===== src/serial_frame_control_defs.vh =====
// constants for the serial frame control block
`ifndef SERIAL_FRAME_CONTROL_DEFS_VH
`define SERIAL_FRAME_CONTROL_DEFS_VH
// register offsets on the plain register port
`define ADDR_W 3
`define OFS_CTRL_ONE 3'h0
`define OFS_CTRL_TWO 3'h1
`define OFS_IRQ_STATUS 3'h2
`define OFS_IRQ_MASK 3'h3
`define OFS_AUX_CTRL 3'h4
`define CTRL_RST 8'h00
`define IRQ_W 5
`define IRQ_RST 5'h00
// first control register fields
`define B_LOOP 7
`define B_FREEZE 6
`define B_RX_SOURCE_SEL 5
`define B_NINE 4
`define B_WAKE 3
`define B_ILT 2
`define B_PE 1
`define B_PT 0
// second control register fields
`define B_TIE 7
`define B_TX_DONE_IRQ_EN 6
`define B_RIE 5
`define B_IDLE_IRQ_EN 4
`define B_TE 3
`define B_RE 2
// auxiliary control fields
`define B_DIR 0
`define B_SBK 1
`define AUX_W 2
// status bit positions
`define S_TX_EMPTY 0
`define S_TX_IDLE 1
`define S_RX_FULL 2
`define S_IDLE 3
`define S_PAR_ERR 4
// bit timing in oversample ticks
`define OS_LAST 4'hf
`define OS_MID 4'h7
// frame lengths in bit times
`define FRAME_LEN_8 4'ha
`define FRAME_LEN_9 4'hb
`define DATA_LAST_8 4'h7
`define DATA_LAST_9 4'h8
`define FRAME_W 11
`endif


===== src/serial_frame_control.v =====
// frame control, transmit and receive framing, pin routing and interrupts
// Notes on behaviour
// loop select joins transmitter to receiver internally
// freeze bit stops port clocks during wait
// receiver source ignored while loop clear
// loop: source 0 internal, 1 single wire
// start, 8 data lsb first, optional ninth, stop
// wakeup bit picks idle line or address mark
// idle count starts after start or stop
// parity enable makes msb the parity bit
// parity type zero even, one odd
// buffer empty flag with enable requests interrupt
// transmit idle flag with enable requests interrupt
// receive full flag with enable requests interrupt
// idle line flag with enable requests interrupt
// transmitter runs and owns pin when on
// single wire direction bit steers shared pin
// off then on while busy queues idle
// pin held until pending data, idle, break done
// receive pin released when off or looped
// control registers reset to zero
//
// Our own choices: the strobed register port and the placing of the registers.
`timescale 1ns/1ps
`include "serial_frame_control_defs.vh"
module serial_frame_control #(
  parameter OS_DIV = 163
) (
  input wire clk,
  input wire rst,
  input wire [`ADDR_W-1:0] reg_addr,
  input wire [7:0] reg_wdata,
  input wire reg_wr,
  input wire reg_rd,
  output reg [7:0] reg_rdata,
  input wire wait_mode,
  input wire tx_buf_empty_flag,
  input wire tx_idle_flag,
  input wire rx_buf_full_flag,
  input wire idle_line_flag,
  input wire [8:0] tx_data,
  input wire tx_valid,
  output wire tx_ready,
  output reg [8:0] rx_data,
  output reg rx_valid,
  output reg rx_parity_err,
  output reg idle_detect,
  output wire wake_by_addr,
  output wire rx_enabled,
  output wire clocks_frozen,
  output wire tx_irq_req,
  output wire rx_irq_req,
  output wire irq,
  input wire tx_pin_in,
  output wire tx_pin_out,
  output wire tx_pin_oe,
  input wire rx_pin_in,
  output wire rx_pin_owned
);
  localparam RX_IDLE = 2'b00;
  localparam RX_START = 2'b01;
  localparam RX_DATA = 2'b10;
  localparam RX_STOP = 2'b11;

  reg [7:0] ctrl_one_reg;
  reg [7:0] ctrl_two_reg;
  reg [`AUX_W-1:0] aux_reg;
  reg [`IRQ_W-1:0] status_reg;
  reg [`IRQ_W-1:0] status_next;
  reg [`IRQ_W-1:0] mask_reg;
  reg [`IRQ_W-1:0] src_prev_reg;
  reg tx_on_prev_reg;
  reg sbk_prev_reg;
  reg idle_q_reg;
  reg brk_q_reg;
  reg [1:0] tx_pin_sync_reg;
  reg [1:0] rx_pin_sync_reg;
  reg [1:0] rx_state_reg;
  reg [3:0] rx_os_reg;
  reg [3:0] rx_bit_reg;
  reg [8:0] rx_sh_reg;
  reg [3:0] idle_cnt_reg;
  reg idle_armed_reg;
  reg [`FRAME_W-1:0] pattern;
  reg [3:0] pat_len;
  reg tx_par;
  reg [8:0] rx_word;
  wire os_tick;
  wire tx_line;
  wire tx_busy;
  wire load;
  wire start_idle;
  wire start_brk;
  wire start_data;
  wire rx_line;
  wire bit_sample;
  wire [3:0] data_last;
  wire [3:0] idle_len;
  wire [`IRQ_W-1:0] src_now;
  wire [`IRQ_W-1:0] src_rise;

  // field aliases
  wire loopback_sel = ctrl_one_reg[`B_LOOP];
  wire freeze_in_wait = ctrl_one_reg[`B_FREEZE];
  wire rx_source_sel = ctrl_one_reg[`B_RX_SOURCE_SEL];
  wire nine_bit = ctrl_one_reg[`B_NINE];
  wire idle_count_after_stop = ctrl_one_reg[`B_ILT];
  wire parity_enable = ctrl_one_reg[`B_PE];
  wire odd_parity_sel = ctrl_one_reg[`B_PT];
  wire tx_empty_irq_en = ctrl_two_reg[`B_TIE];
  wire tx_done_irq_en = ctrl_two_reg[`B_TX_DONE_IRQ_EN];
  wire rx_full_irq_en = ctrl_two_reg[`B_RIE];
  wire idle_irq_en = ctrl_two_reg[`B_IDLE_IRQ_EN];
  wire tx_on = ctrl_two_reg[`B_TE];
  wire rx_on = ctrl_two_reg[`B_RE];
  wire single_wire_dir = aux_reg[`B_DIR];
  wire send_break = aux_reg[`B_SBK];
  wire single_wire = loopback_sel & rx_source_sel;

  // register address match
  function sel;
    input [`ADDR_W-1:0] a;
    input [`ADDR_W-1:0] ofs;
    begin
      sel = (a == ofs);
    end
  endfunction

  // control registers, writable any time
  always @(posedge clk or posedge rst) begin
    if (rst) begin
      ctrl_one_reg <= `CTRL_RST;
      ctrl_two_reg <= `CTRL_RST;
      aux_reg <= 2'h0;
      mask_reg <= `IRQ_RST;
    end else if (reg_wr) begin
      if (sel(reg_addr, `OFS_CTRL_ONE))
        ctrl_one_reg <= reg_wdata;
      if (sel(reg_addr, `OFS_CTRL_TWO))
        ctrl_two_reg <= reg_wdata;
      if (sel(reg_addr, `OFS_AUX_CTRL))
        aux_reg <= reg_wdata[`AUX_W-1:0];
      if (sel(reg_addr, `OFS_IRQ_MASK))
        mask_reg <= reg_wdata[`IRQ_W-1:0];
    end
  end

  // read data in the cycle after the read strobe
  always @(posedge clk or posedge rst) begin
    if (rst) begin
      reg_rdata <= 8'h00;
    end else if (reg_rd) begin
      case (reg_addr)
        `OFS_CTRL_ONE: reg_rdata <= ctrl_one_reg;
        `OFS_CTRL_TWO: reg_rdata <= ctrl_two_reg;
        `OFS_IRQ_STATUS: reg_rdata <= {3'h0, status_reg};
        `OFS_IRQ_MASK: reg_rdata <= {3'h0, mask_reg};
        `OFS_AUX_CTRL: reg_rdata <= {6'h00, aux_reg};
        default: reg_rdata <= 8'h00;
      endcase
    end else begin
      reg_rdata <= 8'h00;
    end
  end

  // sticky event bits, a new event wins over a write-one clear
  assign src_now = {rx_parity_err, idle_line_flag, rx_buf_full_flag,
                    tx_idle_flag, tx_buf_empty_flag};
  assign src_rise = src_now & ~src_prev_reg;
  always @* begin
    status_next = status_reg;
    if (reg_wr && sel(reg_addr, `OFS_IRQ_STATUS))
      status_next = status_next & ~reg_wdata[`IRQ_W-1:0];
    status_next = status_next | src_rise;
  end
  always @(posedge clk or posedge rst) begin
    if (rst) begin
      status_reg <= `IRQ_RST;
      src_prev_reg <= `IRQ_RST;
    end else begin
      status_reg <= status_next;
      src_prev_reg <= src_now;
    end
  end
  assign irq = |(status_reg & mask_reg);

  // level requests from the status flags
  assign tx_irq_req = (tx_buf_empty_flag & tx_empty_irq_en) |
                      (tx_idle_flag & tx_done_irq_en);
  assign rx_irq_req = (rx_buf_full_flag & rx_full_irq_en) |
                      (idle_line_flag & idle_irq_en);

  // wait-mode freeze gates the oversample clock enable
  assign clocks_frozen = freeze_in_wait & wait_mode;
  assign wake_by_addr = ctrl_one_reg[`B_WAKE];
  assign rx_enabled = rx_on;

  tick_divider #(
    .DIV(OS_DIV)
  ) u_div (
    .clk(clk),
    .rst(rst),
    .en(~clocks_frozen),
    .tick(os_tick)
  );

  // queued idle on transmitter turn-on and queued break on break request
  always @(posedge clk or posedge rst) begin
    if (rst) begin
      tx_on_prev_reg <= 1'b0;
      sbk_prev_reg <= 1'b0;
      idle_q_reg <= 1'b0;
      brk_q_reg <= 1'b0;
    end else begin
      tx_on_prev_reg <= tx_on;
      sbk_prev_reg <= send_break;
      if (tx_on && !tx_on_prev_reg)
        idle_q_reg <= 1'b1;
      else if (start_idle)
        idle_q_reg <= 1'b0;
      if (send_break && !sbk_prev_reg)
        brk_q_reg <= 1'b1;
      else if (start_brk)
        brk_q_reg <= send_break; // more breaks while still requested
    end
  end

  // priority after the current character: idle, then break, then data
  assign start_idle = idle_q_reg & ~tx_busy;
  assign start_brk = brk_q_reg & ~idle_q_reg & ~tx_busy;
  assign tx_ready = tx_on & tx_on_prev_reg & ~tx_busy & ~idle_q_reg & ~brk_q_reg;
  assign start_data = tx_valid & tx_ready;
  assign load = start_idle | start_brk | start_data;

  // parity replaces the most significant data bit
  always @* begin
    if (nine_bit)
      tx_par = (^tx_data[7:0]) ^ odd_parity_sel;
    else
      tx_par = (^tx_data[6:0]) ^ odd_parity_sel;
  end

  // build the character pattern, lsb first after the start bit
  always @* begin
    pat_len = nine_bit ? `FRAME_LEN_9 : `FRAME_LEN_8;
    pattern = 11'h7ff;
    if (start_idle) begin
      pattern = 11'h7ff;
    end else if (start_brk) begin
      pattern = 11'h000;
    end else if (nine_bit) begin
      pattern = {1'b1, parity_enable ? tx_par : tx_data[8],
                 tx_data[7:0], 1'b0};
    end else begin
      pattern = {2'b11, parity_enable ? tx_par : tx_data[7],
                 tx_data[6:0], 1'b0};
    end
  end

  tx_shifter u_tx (
    .clk(clk),
    .rst(rst),
    .os_tick(os_tick),
    .load(load),
    .pattern(pattern),
    .len(pat_len),
    .line(tx_line),
    .busy(tx_busy)
  );

  // pin ownership: held until all queued activity has gone out
  assign tx_pin_out = tx_line;
  assign tx_pin_oe = (tx_on | tx_busy | idle_q_reg | brk_q_reg) &
                     (~single_wire | single_wire_dir);
  assign rx_pin_owned = rx_on & ~loopback_sel;

  // two-stage synchronisers for both pins
  always @(posedge clk or posedge rst) begin
    if (rst) begin
      tx_pin_sync_reg <= 2'b11;
      rx_pin_sync_reg <= 2'b11;
    end else begin
      tx_pin_sync_reg <= {tx_pin_sync_reg[0], tx_pin_in};
      rx_pin_sync_reg <= {rx_pin_sync_reg[0], rx_pin_in};
    end
  end

  // receiver input selection; source bit matters only when looped
  assign rx_line = !loopback_sel ? rx_pin_sync_reg[1] :
                   rx_source_sel ? tx_pin_sync_reg[1] :
                   tx_line;

  assign data_last = nine_bit ? `DATA_LAST_9 : `DATA_LAST_8;
  assign idle_len = nine_bit ? `FRAME_LEN_9 : `FRAME_LEN_8;
  assign bit_sample = os_tick & (rx_os_reg == `OS_MID);

  // received word with the received parity bit in its msb
  always @* begin
    if (nine_bit)
      rx_word = rx_sh_reg;
    else
      rx_word = {1'b0, rx_sh_reg[8:1]};
  end

  // receive state machine, sampling mid-bit
  always @(posedge clk or posedge rst) begin
    if (rst) begin
      rx_state_reg <= RX_IDLE;
      rx_os_reg <= 4'h0;
      rx_bit_reg <= 4'h0;
      rx_sh_reg <= 9'h000;
      rx_data <= 9'h000;
      rx_valid <= 1'b0;
      rx_parity_err <= 1'b0;
    end else begin
      rx_valid <= 1'b0;
      rx_parity_err <= 1'b0;
      if (!rx_on) begin
        rx_state_reg <= RX_IDLE;
        rx_os_reg <= 4'h0;
      end else if (os_tick) begin
        rx_os_reg <= rx_os_reg + 4'h1;
        case (rx_state_reg)
          RX_IDLE: begin
            if (!rx_line) begin
              rx_state_reg <= RX_START;
              rx_os_reg <= 4'h1;
            end
          end
          RX_START: begin
            if (rx_os_reg == `OS_MID) begin
              rx_state_reg <= rx_line ? RX_IDLE : RX_DATA;
              rx_bit_reg <= 4'h0;
            end
          end
          RX_DATA: begin
            if (rx_os_reg == `OS_MID) begin
              rx_sh_reg <= {rx_line, rx_sh_reg[8:1]};
              rx_bit_reg <= rx_bit_reg + 4'h1;
              if (rx_bit_reg == data_last)
                rx_state_reg <= RX_STOP;
            end
          end
          RX_STOP: begin
            if (rx_os_reg == `OS_MID) begin
              rx_state_reg <= RX_IDLE;
              rx_data <= rx_word;
              rx_valid <= 1'b1;
              rx_parity_err <= parity_enable &
                               ((^rx_word) ^ odd_parity_sel);
            end
          end
          default: rx_state_reg <= RX_IDLE;
        endcase
      end
    end
  end

  // idle line count of high bit times, reported once per quiet period
  always @(posedge clk or posedge rst) begin
    if (rst) begin
      idle_cnt_reg <= 4'h0;
      idle_armed_reg <= 1'b0;
      idle_detect <= 1'b0;
    end else begin
      idle_detect <= 1'b0;
      if (!rx_on) begin
        idle_cnt_reg <= 4'h0;
        idle_armed_reg <= 1'b0;
      end else if (bit_sample) begin
        if (rx_state_reg == RX_START) begin
          idle_cnt_reg <= 4'h0;
          idle_armed_reg <= 1'b1;
        end else if (!rx_line) begin
          idle_cnt_reg <= 4'h0;
        end else if (idle_count_after_stop && rx_state_reg != RX_IDLE) begin
          idle_cnt_reg <= 4'h0;
        end else if (idle_cnt_reg != idle_len) begin
          idle_cnt_reg <= idle_cnt_reg + 4'h1;
          if (idle_cnt_reg + 4'h1 == idle_len && idle_armed_reg) begin
            idle_detect <= 1'b1;
            idle_armed_reg <= 1'b0;
          end
        end
      end
    end
  end
endmodule // serial_frame_control


===== src/tick_divider.v =====
// oversample tick divider with enable
`timescale 1ns/1ps
module tick_divider #(
  parameter DIV = 163
) (
  input wire clk,
  input wire rst,
  input wire en,
  output reg tick
);
  localparam CW = 16;
  localparam [CW-1:0] LAST = DIV - 1;
  reg [CW-1:0] cnt_reg;

  // count bus clocks, pulse once per period, hold while disabled
  always @(posedge clk or posedge rst) begin
    if (rst) begin
      cnt_reg <= 16'h0000;
      tick <= 1'b0;
    end else if (!en) begin
      tick <= 1'b0;
    end else if (cnt_reg == LAST) begin
      cnt_reg <= 16'h0000;
      tick <= 1'b1;
    end else begin
      cnt_reg <= cnt_reg + 16'h0001;
      tick <= 1'b0;
    end
  end
endmodule // tick_divider


===== src/tx_shifter.v =====
// transmit shifter for one character, idle or break, lsb first
`timescale 1ns/1ps
`include "serial_frame_control_defs.vh"
module tx_shifter (
  input wire clk,
  input wire rst,
  input wire os_tick,
  input wire load,
  input wire [`FRAME_W-1:0] pattern,
  input wire [3:0] len,
  output reg line,
  output reg busy
);
  reg [`FRAME_W-1:0] sh_reg;
  reg [3:0] left_reg;
  reg [3:0] os_reg;

  // shift one bit every sixteen oversample ticks
  always @(posedge clk or posedge rst) begin
    if (rst) begin
      sh_reg <= 11'h7ff;
      left_reg <= 4'h0;
      os_reg <= 4'h0;
      line <= 1'b1;
      busy <= 1'b0;
    end else if (load && !busy) begin
      sh_reg <= pattern;
      left_reg <= len;
      os_reg <= 4'h0;
      line <= pattern[0];
      busy <= 1'b1;
    end else if (busy && os_tick) begin
      os_reg <= os_reg + 4'h1;
      if (os_reg == `OS_LAST) begin
        sh_reg <= {1'b1, sh_reg[`FRAME_W-1:1]};
        left_reg <= left_reg - 4'h1;
        if (left_reg == 4'h1) begin
          busy <= 1'b0;
          line <= 1'b1; // mark level between characters
        end else begin
          line <= sh_reg[1];
        end
      end
    end
  end
endmodule // tx_shifter


===== config.mk =====
export PLATFORM = sky130hd
export DESIGN_NAME = serial_frame_control
export DESIGN_NICKNAME = d
export VERILOG_FILES = /design/src/serial_frame_control.v /design/src/tick_divider.v /design/src/tx_shifter.v
export VERILOG_INCLUDE_DIRS = /design/src
export SDC_FILE = /design/constraint.sdc
export NUM_CORES = 1
export LEC_CHECK = 0
export ABC_CLOCK_PERIOD_IN_PS = 2500
export BUFFER_PORTS_ARGS = -buffer_cell sky130_fd_sc_hd__clkbuf_2
export CAP_MARGIN = 20
export CORE_UTILIZATION = 50
export DETAILED_ROUTE_END_ITERATION = 8
export PLACE_DENSITY = 0.72
export SLEW_MARGIN = 30
export SYNTH_ARGS = -nofsm -noshare
export SYNTH_HDL_FRONTEND = slang
export SYNTH_HIERARCHICAL = 1
export SYNTH_SLANG_ARGS = --single-unit
export TNS_END_PERCENT = 20

===== constraint.sdc =====
create_clock -name clk -period 2.5 [get_ports clk]
set_input_delay 0.375 -clock clk [delete_from_list [all_inputs] [get_ports clk]]
set_output_delay 0.375 -clock clk [all_outputs]
set_load 0.01 [all_outputs]

Word level (Yosys, flattened, before mapping)
Cells that the tools add are included.

storage, ports and cells
  flip-flop bits (word level) = 123
  input bits = 32
  output and inout bits = 30
  logic and storage cells = 220

operators by class
  $add $sub $neg = 6
  equality and inequality tests = 28
  mux-type cells = 81
  bitwise operators = 40
  reduce and logical (&&, ||, !) cells = 35

operator list
  operator               number
  $mux 4                 18
  $mux 11                5
  $mux 1                 42
  $pmux 8 s5             1
  $and 1x1->1            18
  $ne 3x3->1 const B     6
  $add 16x1->16 const B  1
  $add 4x1->4 const B    4
  $eq 16x8->1 const B    1
  $mux 16                1
  $mux 2                 8
  $and 5x5->5            3
  $reduce_bool 2->1      7
  $reduce_and 2->1       6
  $mux 10                1
  $not 5->5              2
  $reduce_and 5->1       2
  $mux 9                 1
  $ne 3x1->1 const B     3
  $reduce_xor 9->1       1
  $eq 4x4->1             2
  $mux 8                 1
  $or 1x1->1             8
  $pmux 2 s4             1
  28 further kinds       47

Logic depth before layout (Yosys ltp)
Gate-level depths: netlist of run 1.

  word-level depth = 10
  gate-level depth with buffers = 9
  gate-level depth less buffers = 7

Hierarchy
Netlist of run 1, hierarchy kept.

by module, submodules not included
  module                times used  cells each  area an instance (um^2)  seq. area each (um^2)
  serial_frame_control  1           376         4100.2                   2132.0
  tx_shifter            1           113         1137.3                   514.2
  tick_divider          1           74          813.3                    425.4

Worst setup path after synthesis of run 1
No wires, ideal clock.

  path type = register -> register
  from = register u_tx.busy
  to = register u_tx.left_reg[0]
  library setup time = 0.087 ns
  arrival = 1.807 ns
  data required time = 2.413 ns
  setup slack = 0.607 ns
  stages on the path, launching flop included = 9
  buffers on the path = 2
  clock period less this slack = 1.893 ns
  path through = dfrtp_1 > nor4_1 > nand2_1 > nand3_1 > nor2b_1 > buf_2 > buf_2 > nand2_1 > o211ai_1

on the way
  word-level cells in the longest chain between the ends = 9
  elaborated cells between the ends (all ways) = 16
  those cells by class = 1 x mux; 9 x bitwise; 6 x reduce/logical

ends and longest elaborated chain
  element                        line                        RTL
  from (decl)                    tx_shifter.v:12             output reg busy
  from (signal assigned)         tx_shifter.v:25             busy <= 1'b0;
  from (signal assigned)         tx_shifter.v:31             busy <= 1'b1;
  from (signal assigned)         tx_shifter.v:38             busy <= 1'b0;
  $not 1->1 (*)                  serial_frame_control.v:231  assign tx_ready = tx_on & tx_on_prev_reg & ~tx_busy & ~idle_q_reg & ~brk_q_reg;
  $and 1x1->1 (*) (3 in series)  serial_frame_control.v:231
  net tx_ready                   serial_frame_control.v:43   output wire tx_ready,
  $and 1x1->1 (*)                serial_frame_control.v:232  assign start_data = tx_valid & tx_ready;
  $or 1x1->1 (*)                 serial_frame_control.v:233  assign load = start_idle | start_brk | start_data;
  net load                       serial_frame_control.v:91   wire load;
  $logic_and 1x1->1 (*)          tx_shifter.v:26             end else if (load && !busy) begin
  $reduce_bool 2->1 (no line)    n/a
  $reduce_and 2->1 (no line)     n/a
  to (signal assigned)           tx_shifter.v:28             left_reg <= len;
  to (signal assigned)           tx_shifter.v:36             left_reg <= left_reg - 4'h1;
  to (decl)                      tx_shifter.v:15             reg [3:0] left_reg;

Mark *: on every way through the listed nets, which the timed path passes. The rest lies on a longest branch.
A chain may end at the register's enable or synchronous reset.

Final worst setup path of run 1
  from = register rx_os_reg[0]
  to = register rx_sh_reg[4]

on the way
  word-level cells in the longest chain between the ends = 2

ends and longest elaborated chain
  element                     line                        RTL
  from (decl)                 serial_frame_control.v:79   reg [3:0] rx_os_reg;
  from (signal assigned)      serial_frame_control.v:322  rx_os_reg <= rx_os_reg + 4'h1;
  $eq 4x3->1 (no line)        n/a
  $reduce_and 4->1 (no line)  n/a
  to (signal assigned)        serial_frame_control.v:338  rx_sh_reg <= {rx_line, rx_sh_reg[8:1]};
  to (decl)                   serial_frame_control.v:81   reg [8:0] rx_sh_reg;

Every way passes these cells.

==> out/results.txt, run 1 <==
Crit-path cells: ha_1, and4b_1, nand2_2, or3_1, mux2_4
Sw Share: 0.2563
Largest net degree at the start of global routing: 74
Input/output buffers: 61
Share of Yosys cell area claimed by the top area cell type: 0.4425
Clock network fraction of total power: 0.454
Synth cell count leaders: dfrtp_1, nand2_1, o21ai_0
CTS Buffer Depth: 2
Synth cell types: 63
Wire length per cell: 16.62 um
Post-DR vias/cell: 5.661
Vias in the first global route: 4413
RSZ-0062 raised after global routing: no
Diode count: 0
Yosys warnings: 6
Total power: 5716 uW
Mean Syn Cell Area: 10.75 um^2
Worst Skew: 7.368 ps
Register area share after synthesis: 0.5077
Max FFs per register: 16
Hold WS: 39.90 ps
Placer Congestion: 0.8608
DRT iter0 DRCs: 266
Die area: 0.01255 mm^2
Clk root buf: clkbuf_16
Worst Path Buf+Inv: 0
P&R area growth vs syn: 18.18%
Clock-pin slew on the worst setup and hold paths: 60 ps
Top-count cell post-synth: dfrtp_1
Reg power frac: 0.415
Asr flop ratio synth: 1.000
Clk_lat worst skew: 420 ps
Max cap viols: 0
Fmax: 480.7 MHz
Clock Sinks: 122
Post-synth top area cell: dfrtp_1
Critical path launch point type: register
CP max stage delay: 570 ps
Setup tns final: 0 ps
Antenna violations before repair: 0
Internal power: 4251 uW
Crit path capture type: register
Top FF cell, synth: dfrtp_1
Final Max Tran Viols: 0
Tot GR Track Use: 0.2325
CTS Buf Count: 17
Synthesized area: 0.006051 mm^2
Outcome: finished, violations left
Worst-Margin Slew: 822.8 ps
Residual DRC: 1
Final net count: 672
Critical-path top delay cell: or3_1
Starting Density: 0.5210
Setup CP Type: register to register
Slew HR: 0.4509
Combinational fraction of design power: 0.131
First-pass GRT wire length: 22.40 mm
Post-layout min period: 2080 ps
Core ar.: 0.01161 mm^2
Postcts setup bufs: 0
Worst setup margin: 419.8 ps
RR Startpoint: rx_os_reg[0]$_DFFE_PP0N_
EDFF count, synth: 0
Yosys reg bits: 122
Leak: 0.003354 uW
Max Fanout on Critical Path: 10
Cell Rows: 39
Worst ir drop on vdd: 0.6409 mV
Hold_sp: tx_pin_in
DRT antenna net count: 0
Post-Route WL: 13.10 mm
Gate Count Post-Synth: 563
Final number of setup-violating endpoints: 0
P_sw: 1465 uW
Critical path origin: rx_os_reg[0]$_DFFE_PP0N_
Hold Violations, Final: 0
Htree depth: 4
Routed vias: 4461
Pre-CTS setup slack: 458.0 ps
HP Class: primary input to register
Synth top area cells: dfrtp_1, dfstp_2, nand2_1, mux2_2, xnor2_1
Fillers: 954
Post-DP HPWL: 9.098 mm
Total gr overflow: 0
Family with the most delay on the worst path: simple AND/OR/NAND/NOR gates
CTS tree: yes
P per Cell Area: 799.4 mW/mm^2
Final period util: 0.8321
Share of layout cells above drive strength 1: 0.2620
Die height: 112.0 um
IO Count: 62
Worst Path Required: 2800 ps
Die Wd: 112.0 um
Failing checks: design-rule violations
CP arrival: 2380 ps
Detailed Routing Iterations Pass 1: 7
-- stage by stage --
stage	util	instance area [um^2]	std cells
global placement	0.5605	6510	755
global route	0.6157	7151	788
detailed placement	0.5605	6510	755
CTS	0.6157	7151	788
floorplan	-	6058	564
finish	0.6157	7151	788
-- power groups by stage --
| stage | Sequential [uW] | Combinational, uW | Clock [uW] |
|---|---|---|---|
| floorplan | 2340 | 544 | 0 |
| global route | 2400 | 830 | 2730 |
| detailed placement | 2400 | 749 | 0 |
| finish | 2370 | 748 | 2600 |
| global placement | 2390 | 722 | 0 |
| CTS | 2370 | 754 | 2650 |
-- cell families after synthesis --
| family | share of synthesized area |
|---|---|
| AO/OA/AOI/OAI | 0.1013 |
| XOR/XNOR | 0.05583 |
| adder cells (fa/ha/maj) | 0.01654 |
| buffers and inverters | 0.03660 |
| flip-flops | 0.5077 |
| multiplexers | 0.1059 |
| other | 0.001241 |
| AND/OR/NAND/NOR | 0.1749 |
-- cell type report --
type / count / area, um^2 / share of cell area
flip-flops and latches: 122 / 3072 / 0.4296
inverters: 25 / 97.59 / 0.01365
multi-input cells: 393 / 2761 / 0.3862
repair buffers: 73 / 410.4 / 0.05739
clock buffers: 22 / 464.2 / 0.06492
well taps: 143 / 178.9 / 0.02502
clock inverters: 10 / 166.4 / 0.02327
-- metal layers --
layer	vias up	global-route usage	share of wire
met2	123	0.3681	0.48
met3	19	0.06260	0.049
li1	2110	-	-
met5	-	0	0
met4	0	0.07911	0.016
met1	2209	0.3111	0.45
-- cells in the final DEF, fill, tap and decap left out, types with 15 or more instances in the layout --
cell type and count:
nand3_1 25, dfrtp_1 107, xnor2_1 25, nand2_1 93, dfstp_2 15, clkbuf_2 61
nor2_1 18, clkbuf_16 17, o21ai_0 35, inv_1 24, mux2_2 22, mux2i_1 16
-- final timing paths --
kind	to	slack, ps	cells past startpoint
worst max-delay path	rx_sh_reg[4]$_DFFE_PP0P_	420	5
worst min-delay path	tx_pin_sync_reg[0]$_DFF_PP1_	40	1
worst max register to register	rx_sh_reg[4]$_DFFE_PP0P_	420	5
worst min register to register	rx_pin_sync_reg[1]$_DFF_PP1_	350	0
max in group asynchronous	u_tx/left_reg[3]$_DFFE_PP0P_	1240	3
min in group asynchronous	reg_rdata[3]$_DFF_PP0_	540	3
-- what timing repair did --
action / CTS / global route
endpoints found under the setup margin: 0 / 0
hold buffers: 1 / 0
resized for setup: 0 / 0
endpoints found under the hold margin: 12 / 0
(Power assumes the default switching activity.)
==> inputs of run 2 (changes only) <==
--- a/config.mk
+++ b/config.mk
@@ -6,12 +6,13 @@
 export SDC_FILE = /design/constraint.sdc
 export NUM_CORES = 1
 export LEC_CHECK = 0
-export ABC_CLOCK_PERIOD_IN_PS = 2500
+export ABC_AREA = 1
+export ABC_CLOCK_PERIOD_IN_PS = 2100
 export BUFFER_PORTS_ARGS = -buffer_cell sky130_fd_sc_hd__clkbuf_2
 export CAP_MARGIN = 20
 export CORE_UTILIZATION = 50
 export DETAILED_ROUTE_END_ITERATION = 8
-export PLACE_DENSITY = 0.72
+export PLACE_DENSITY = 0.69
 export SLEW_MARGIN = 30
 export SYNTH_ARGS = -nofsm -noshare
 export SYNTH_HDL_FRONTEND = slang
==> constraint.sdc (replaced) <==
create_clock -name clk -period 2.1 [get_ports clk]
set_input_delay 0.315 -clock clk [delete_from_list [all_inputs] [get_ports clk]]
set_output_delay 0.315 -clock clk [all_outputs]
set_load 0.01 [all_outputs]
==> run 2 against run 1 <==
Against the previous run:
- the flow now finishes without violations
- power up 16%
- area after synthesis increased by 6.1%
- critical path depth up 4
- largest power group unchanged
==> out/results.txt, run 2 <==
CP arrival: 2140 ps (-240 ps)
HP Class: primary input to asynchronous set/reset pin
Yosys warnings: 6 (unchanged)
CTS tree: yes
Leak: 0.003826 uW (+14%)
Most frequent cells in the layout: nand2_1, dfrtp_1, inv_1
Post-Route WL: 14.12 mm (+7.8%)
Die Wd: 115.3 um (+3.0%)
Final net count: 943 (+40%)
Synth cell count leaders: nand2_1, dfrtp_1, inv_1, nor2_1
Post-layout min period: 1866 ps (-213.7 ps)
Final number of setup-violating endpoints: 0 (unchanged)
Mean Syn Cell Area: 7.772 um^2 (-28%)
EDFF count, synth: 0 (unchanged)
Largest net degree at the start of global routing: 86 (+16%)
Vias in the first global route: 5019 (+14%)
Fillers: 1144 (+20%)
Synth top area cells: dfrtp_1, nand2_1, dfstp_2, inv_1, nand3_1
Worst-Margin Slew: 790.2 ps (-32.63 ps)
RR Startpoint: u_tx/busy$_DFFE_PP0P_
Worst setup margin: 233.5 ps (-186.3 ps)
Outcome: completed
Pre-CTS setup slack: 202.4 ps (-255.6 ps)
Slew HR: 0.4726 (+0.02177)
Post-DP HPWL: 10.18 mm (+12%)
Top-count cell post-synth: nand2_1
Max Fanout on Critical Path: 18 (+8)
P&R area growth vs syn: 17.09%
Post-DP Area: 0.006902 mm^2 (+6.0%)
Final period util: 0.8888 (+0.05671)
Setup tns final: 0 ps (unchanged)
CTS Buf Count: 17 (unchanged)
Tot GR Track Use: 0.2326 (about the same)
Total gr overflow: 0 (unchanged)
Die height: 115.3 um (+3.0%)
Worst Path Required: 2370 ps (-430 ps)
Max FFs per register: 16 (unchanged)
Starting Density: 0.5108 (-0.01021)
Total power: 6606 uW (+16%)
Setup CP Type: register to register
Antenna violations before repair: 0 (unchanged)
Htree depth: 4 (unchanged)
Postcts setup bufs: 0 (unchanged)
Wire length per cell: 12.98 um (-22%)
Core ar.: 0.01257 mm^2 (+8.2%)
Residual DRC: 0 (-1)
Final core occ: 0.5981 (-0.01760)
Detailed Routing Iterations Pass 1: 5 (-2)
Post-synth top area cell: dfrtp_1
Clk_lat worst skew: 410 ps (about the same)
Crit path capture type: register
Worst Skew: 7.922 ps (+0.5543 ps)
Synth cell types: 48 (-24%)
Clock Sinks: 122 (unchanged)
Worst ir drop on vdd: 0.7875 mV (+23%)
RSZ-0062 raised after global routing: no
Max cap viols: 0 (unchanged)
Input/output buffers: 61 (unchanged)
Hold Violations, Final: 0 (unchanged)
Top FF cell, synth: dfrtp_1
IO Count: 62 (unchanged)
Routed vias: 5423 (+22%)
Final Max Tran Viols: 0 (unchanged)
Critical path origin: u_tx/busy$_DFFE_PP0P_
CTS Buffer Depth: 2 (unchanged)
Yosys reg bits: 122 (unchanged)
Gate Count Post-Synth: 826 (+47%)
Fmax: 535.8 MHz (+11%)
Diode count: 0 (unchanged)
Clk root buf: clkbuf_16
Fin area: 0.007517 mm^2 (+5.1%)
P per Cell Area: 878.8 mW/mm^2 (+9.9%)
Post-DR vias/cell: 4.984 (-12%)
DRT antenna net count: 0 (unchanged)
First-pass GRT wire length: 23.85 mm (+6.5%)
Placer Congestion: 0.8726 (+1.4%)
Share of Yosys cell area claimed by the top area cell type: 0.4171 (-0.02544)
DRT iter0 DRCs: 301 (+13%)
Critical path launch point type: register
Die area: 0.01330 mm^2 (+6.0%)
Register area share after synthesis: 0.4785 (-0.02919)
Clock-pin slew on the worst setup and hold paths: 50 ps (about the same)
Synthesized area: 0.006420 mm^2 (+6.1%)
Share of layout cells above drive strength 1: 0.1779 (-0.08407)
Cell Rows: 41 (+5.1%)
Asr flop ratio synth: 1.000 (unchanged)
Most common cell after layout, fill and taps aside: nand2_1
run 2: worst max-delay path, cell delays in order, from the launching register on:
cell	delay, ps
dfrtp_1	480
nor2_1	160
inv_1	60
nor2_1	120
inv_1	90
nand3_1	150
nand2_4	140
buf_4	200
o21ai_4	180
o21ai_0	140
run 2: kinds of logic after synthesis:
kind of cell,after synthesis,synth area share
adders and majority gates,8,0.01559
buffers and inverters,126,0.08439
and+or+nand+nor,431,0.2945
DFF,122,0.4785
xor gates and xnor gates,10,0.01481
other,2,0.001170
AOI/OAI and AO/OA,127,0.1111
run 2: layout make-up:
cell class | instances | area (um^2) | share of cell area
Sequential cell | 122 | 3072 | 0.4086
Multi-Input combinational cell | 579 | 2823 | 0.3755
Clock buffer | 24 | 461.7 | 0.06142
Inverter | 112 | 426.7 | 0.05676
Timing Repair Buffer | 71 | 397.9 | 0.05293
Tap cell | 172 | 215.2 | 0.02863
Clock inverter | 8 | 121.4 | 0.01615
run 2: metrics by stage:
stage                     cells  hold WS (ps)
after floorplan             827         241.1
after global placement     1054         345.9
after detailed placement   1054         349.1
after CTS                  1088         22.18
after global routing       1088         28.12
final                      1088         28.99
run 2: timing repair:
item,in CTS,in global routing
gates resized for setup,0,3
setup endpoints to repair,0,10
hold endpoints to repair,2,0
hold buffers,2,0
run 2: worst paths after layout:
path	cells past startpoint	endpoint	slack, ps
min reg2reg	0	rx_pin_sync_reg[1]$_DFF_PP1_	360
min	2	u_div/cnt_reg[7]$_DFFE_PP0P_	30
max reg2reg	9	u_tx/left_reg[0]$_DFFE_PP0P_	230
max in group asynchronous	2	u_tx/left_reg[3]$_DFFE_PP0P_	1510
max	9	u_tx/left_reg[0]$_DFFE_PP0P_	230
min in group clk	1	src_prev_reg[3]$_DFF_PP0_	40
run 2: routing by layer:
metal  GRT usage  share of wire
met1      0.3199           0.49
met2      0.3529           0.45
met3     0.05640          0.048
met4     0.09437          0.020
met5           0              0
run 2: power breakdown:
group / total, uW / internal (uW) / switching [uW]
clock: 2900 / 1890 / 1010
sequential: 2760 / 2550 / 212
combinational: 946 / 348 / 598
==> inputs of run 3 (changes only) <==
--- a/config.mk
+++ b/config.mk
@@ -10,6 +10,7 @@
 export ABC_CLOCK_PERIOD_IN_PS = 2100
 export BUFFER_PORTS_ARGS = -buffer_cell sky130_fd_sc_hd__clkbuf_2
 export CAP_MARGIN = 20
+export CORE_ASPECT_RATIO = 0.8
 export CORE_UTILIZATION = 50
 export DETAILED_ROUTE_END_ITERATION = 8
 export PLACE_DENSITY = 0.69
==> run 3 against run 2 <==
Against the previous run:
- first-iteration DRC count increased by 5.3%
- setup slack got worse by 50 ps
- hold slack got worse by 13 ps
- clock power decreased by 7.2%
==> out/results.txt, run 3 (synthesis gave the netlist of run 2 again) <==
Max FFs per register: 16 (unchanged)
Hold WS: 15.93 ps (-13.06 ps)
Fillers: 1177 (+2.9%)
DRT antenna net count: 0 (unchanged)
Met2 wire length: 6.578 mm (+4.3%)
HP Class: primary input to asynchronous set/reset pin
Worst-Margin Slew: 779.1 ps (-11.03 ps)
Starting Density: 0.5202 (+0.009373)
Input/output buffers: 61 (unchanged)
Most common cell after layout, fill and taps aside: nand2_1
Crit path capture type: register
P&R area growth vs syn: 16.70%
Combinational fraction of design power: 0.150 (+0.007)
Wire length per cell: 13.31 um (+2.5%)
Tot GR Track Use: 0.2406 (+0.008067)
Crit-path cells: nor2_4, inv_1, nand3_1, nand2_2, buf_4, o21ai_4, buf_4, nor2_2, nor2_2
Cell Rows: 36 (-12%)
Critical-path top delay cell: dfrtp_1
Die height: 103.4 um (-10%)
Clock-pin slew on the worst setup and hold paths: 50 ps (about the same)
CP max stage delay: 570 ps (+90 ps)
Post-Route WL: 14.47 mm (+2.4%)
Top sig layer: met4
Worst Path Required: 2440 ps (+70 ps)
Internal power: 4577 uW (-4.4%)
Htree depth: 4 (unchanged)
IO Count: 62 (unchanged)
Vias in the first global route: 5236 (+4.3%)
Total power: 6413 uW (-2.9%)
Total gr overflow: 0 (unchanged)
Clock network fraction of total power: 0.419 (-0.020)
P per Cell Area: 855.9 mW/mm^2 (-2.6%)
Sw Share: 0.2862 (+0.01113)
Routed vias: 5485 (+1.1%)
Die Wd: 128.7 um (+12%)
Antenna violations before repair: 0 (unchanged)
CTS Buf Count: 17 (unchanged)
Final number of setup-violating endpoints: 0 (unchanged)
Critical path launch point type: register
Reg power frac: 0.431 (+0.013)
RR Startpoint: u_tx/busy$_DFFE_PP0P_
Diode count: 0 (unchanged)
Clk_lat worst skew: 420 ps (about the same)
Die area: 0.01330 mm^2 (about the same)
Outcome: completed
Final core occ: 0.6071 (+0.008947)
CTS tree: yes
CTS Buffer Depth: 2 (unchanged)
Max Fanout on Critical Path: 18 (unchanged)
Detailed Routing Iterations Pass 1: 5 (unchanged)
Share of layout cells above drive strength 1: 0.1801 (+0.002183)
Placer Congestion: 0.9038 (+3.6%)
CP arrival: 2260 ps (+120 ps)
Hold Violations, Final: 0 (unchanged)
R2R setup slack: 180 ps (-50 ps)
P_sw: 1835 uW (+1.0%)
Met3 WL: 608 um (-11%)
Largest net degree at the start of global routing: 86 (unchanged)
Worst Skew: 6.228 ps (-1.694 ps)
Worst ir drop on vdd: 0.7170 mV (-9.0%)
Slew HR: 0.4800 (+0.007361)
First-pass GRT wire length: 24.56 mm (+3.0%)
FF-to-FF End: u_tx/sh_reg[10]$_DFFE_PP1P_
Post-DP HPWL: 10.44 mm (+2.6%)
Most frequent cells in the layout: nand2_1, dfrtp_1, inv_1
Post-DR vias/cell: 5.046 (+1.2%)
Setup CP Type: register to register
R2r worst-path depth: 9 (unchanged)
Clock Sinks: 122 (unchanged)
Max cap viols: 0 (unchanged)
DRT iter0 DRCs: 317 (+5.3%)
Residual DRC: 0 (unchanged)
Final net count: 943 (unchanged)
Final period util: 0.9125 (+0.02373)
Leak: 0.003792 uW (-0.89%)
Clk root buf: clkbuf_16
Core ar.: 0.01234 mm^2 (-1.8%)
Post-layout min period: 1916 ps (+49.83 ps)
Fmax: 521.8 MHz (-2.6%)
Final Max Tran Viols: 0 (unchanged)
Met1 wire length: 7.062 mm (+3.0%)
==> run 3: area by class of cell <==
type                            count  area (um^2)  share of cell area
Sequential cell                   122         3072              0.4100
Multi-Input combinational cell    579         2825              0.3771
Clock buffer                       24        471.7             0.06296
Inverter                          112        426.7             0.05695
Timing Repair Buffer               71        410.4             0.05478
Tap cell                          171        214.0             0.02856
Clock inverter                      8        72.57            0.009686
==> run 3: how the worst max path moves through the flow <==
stage / start / endpoint / slack [ps] / cells past startpoint
3_3_place_gp: u_tx/busy$_DFFE_PP0P_ / u_tx/left_reg[0]$_DFFE_PP0P_ / 190 / 8
6_report: u_tx/busy$_DFFE_PP0P_ / u_tx/sh_reg[10]$_DFFE_PP1P_ / 180 / 9
4_1_cts: u_tx/busy$_DFFE_PP0P_ / u_tx/left_reg[1]$_DFFE_PP0P_ / 90 / 8
5_1_grt: u_tx/busy$_DFFE_PP0P_ / u_tx/left_reg[2]$_DFFE_PP0P_ / -0.9 / 8
2_1_floorplan: u_tx/busy$_DFFE_PP0P_ / u_tx/left_reg[0]$_DFFE_PP0P_ / 250 / 11
3_5_place_dp: u_tx/busy$_DFFE_PP0P_ / u_tx/left_reg[1]$_DFFE_PP0P_ / 110 / 8
==> run 3: critical path: cells and delay by family, from the launching register on <==
kind	cells	cell delay [ps]
and+or+nand+nor	5	480
buffers and inverters	3	620
DFF	1	570
AOI/OAI and AO/OA	1	180
==> run 3: stage by stage <==
stage          TNS [ps]  cell area [um^2]  cells  worst slack [ps]
6_report              0              7492   1087             183.7
5_1_grt         -0.9217              7492   1087           -0.9217
4_1_cts               0              7462   1085             85.56
3_5_place_dp          0              6898   1051             113.2
3_3_place_gp          0              6898   1051             189.5
2_1_floorplan         0              6427    827             254.0
==> run 3: timing repair <==
action,in CTS,in global routing
hold buffers,2,0
resized for setup,0,4
setup buffers,0,2
setup endpoints to repair,0,14
endpoints found under the hold margin,2,0
==> run 3: power groups by stage <==
stage               combinational [uW]  clock [uW]  sequential [uW]
finish                             962        2690             2760
global route                      1100        2850             2790
CTS                                969        2740             2760
detailed placement                 959           0             2800
global placement                   930           0             2790
floorplan                          716           0             2740
==> run 3: per-layer routing <==
| layer | GRT usage | vias up |
|---|---|---|
| li1 | - | 2791 |
| met1 | 0.3248 | 2572 |
| met2 | 0.3759 | 105 |
| met3 | 0.05864 | 17 |
| met4 | 0.09864 | 0 |
| met5 | 0 | - |
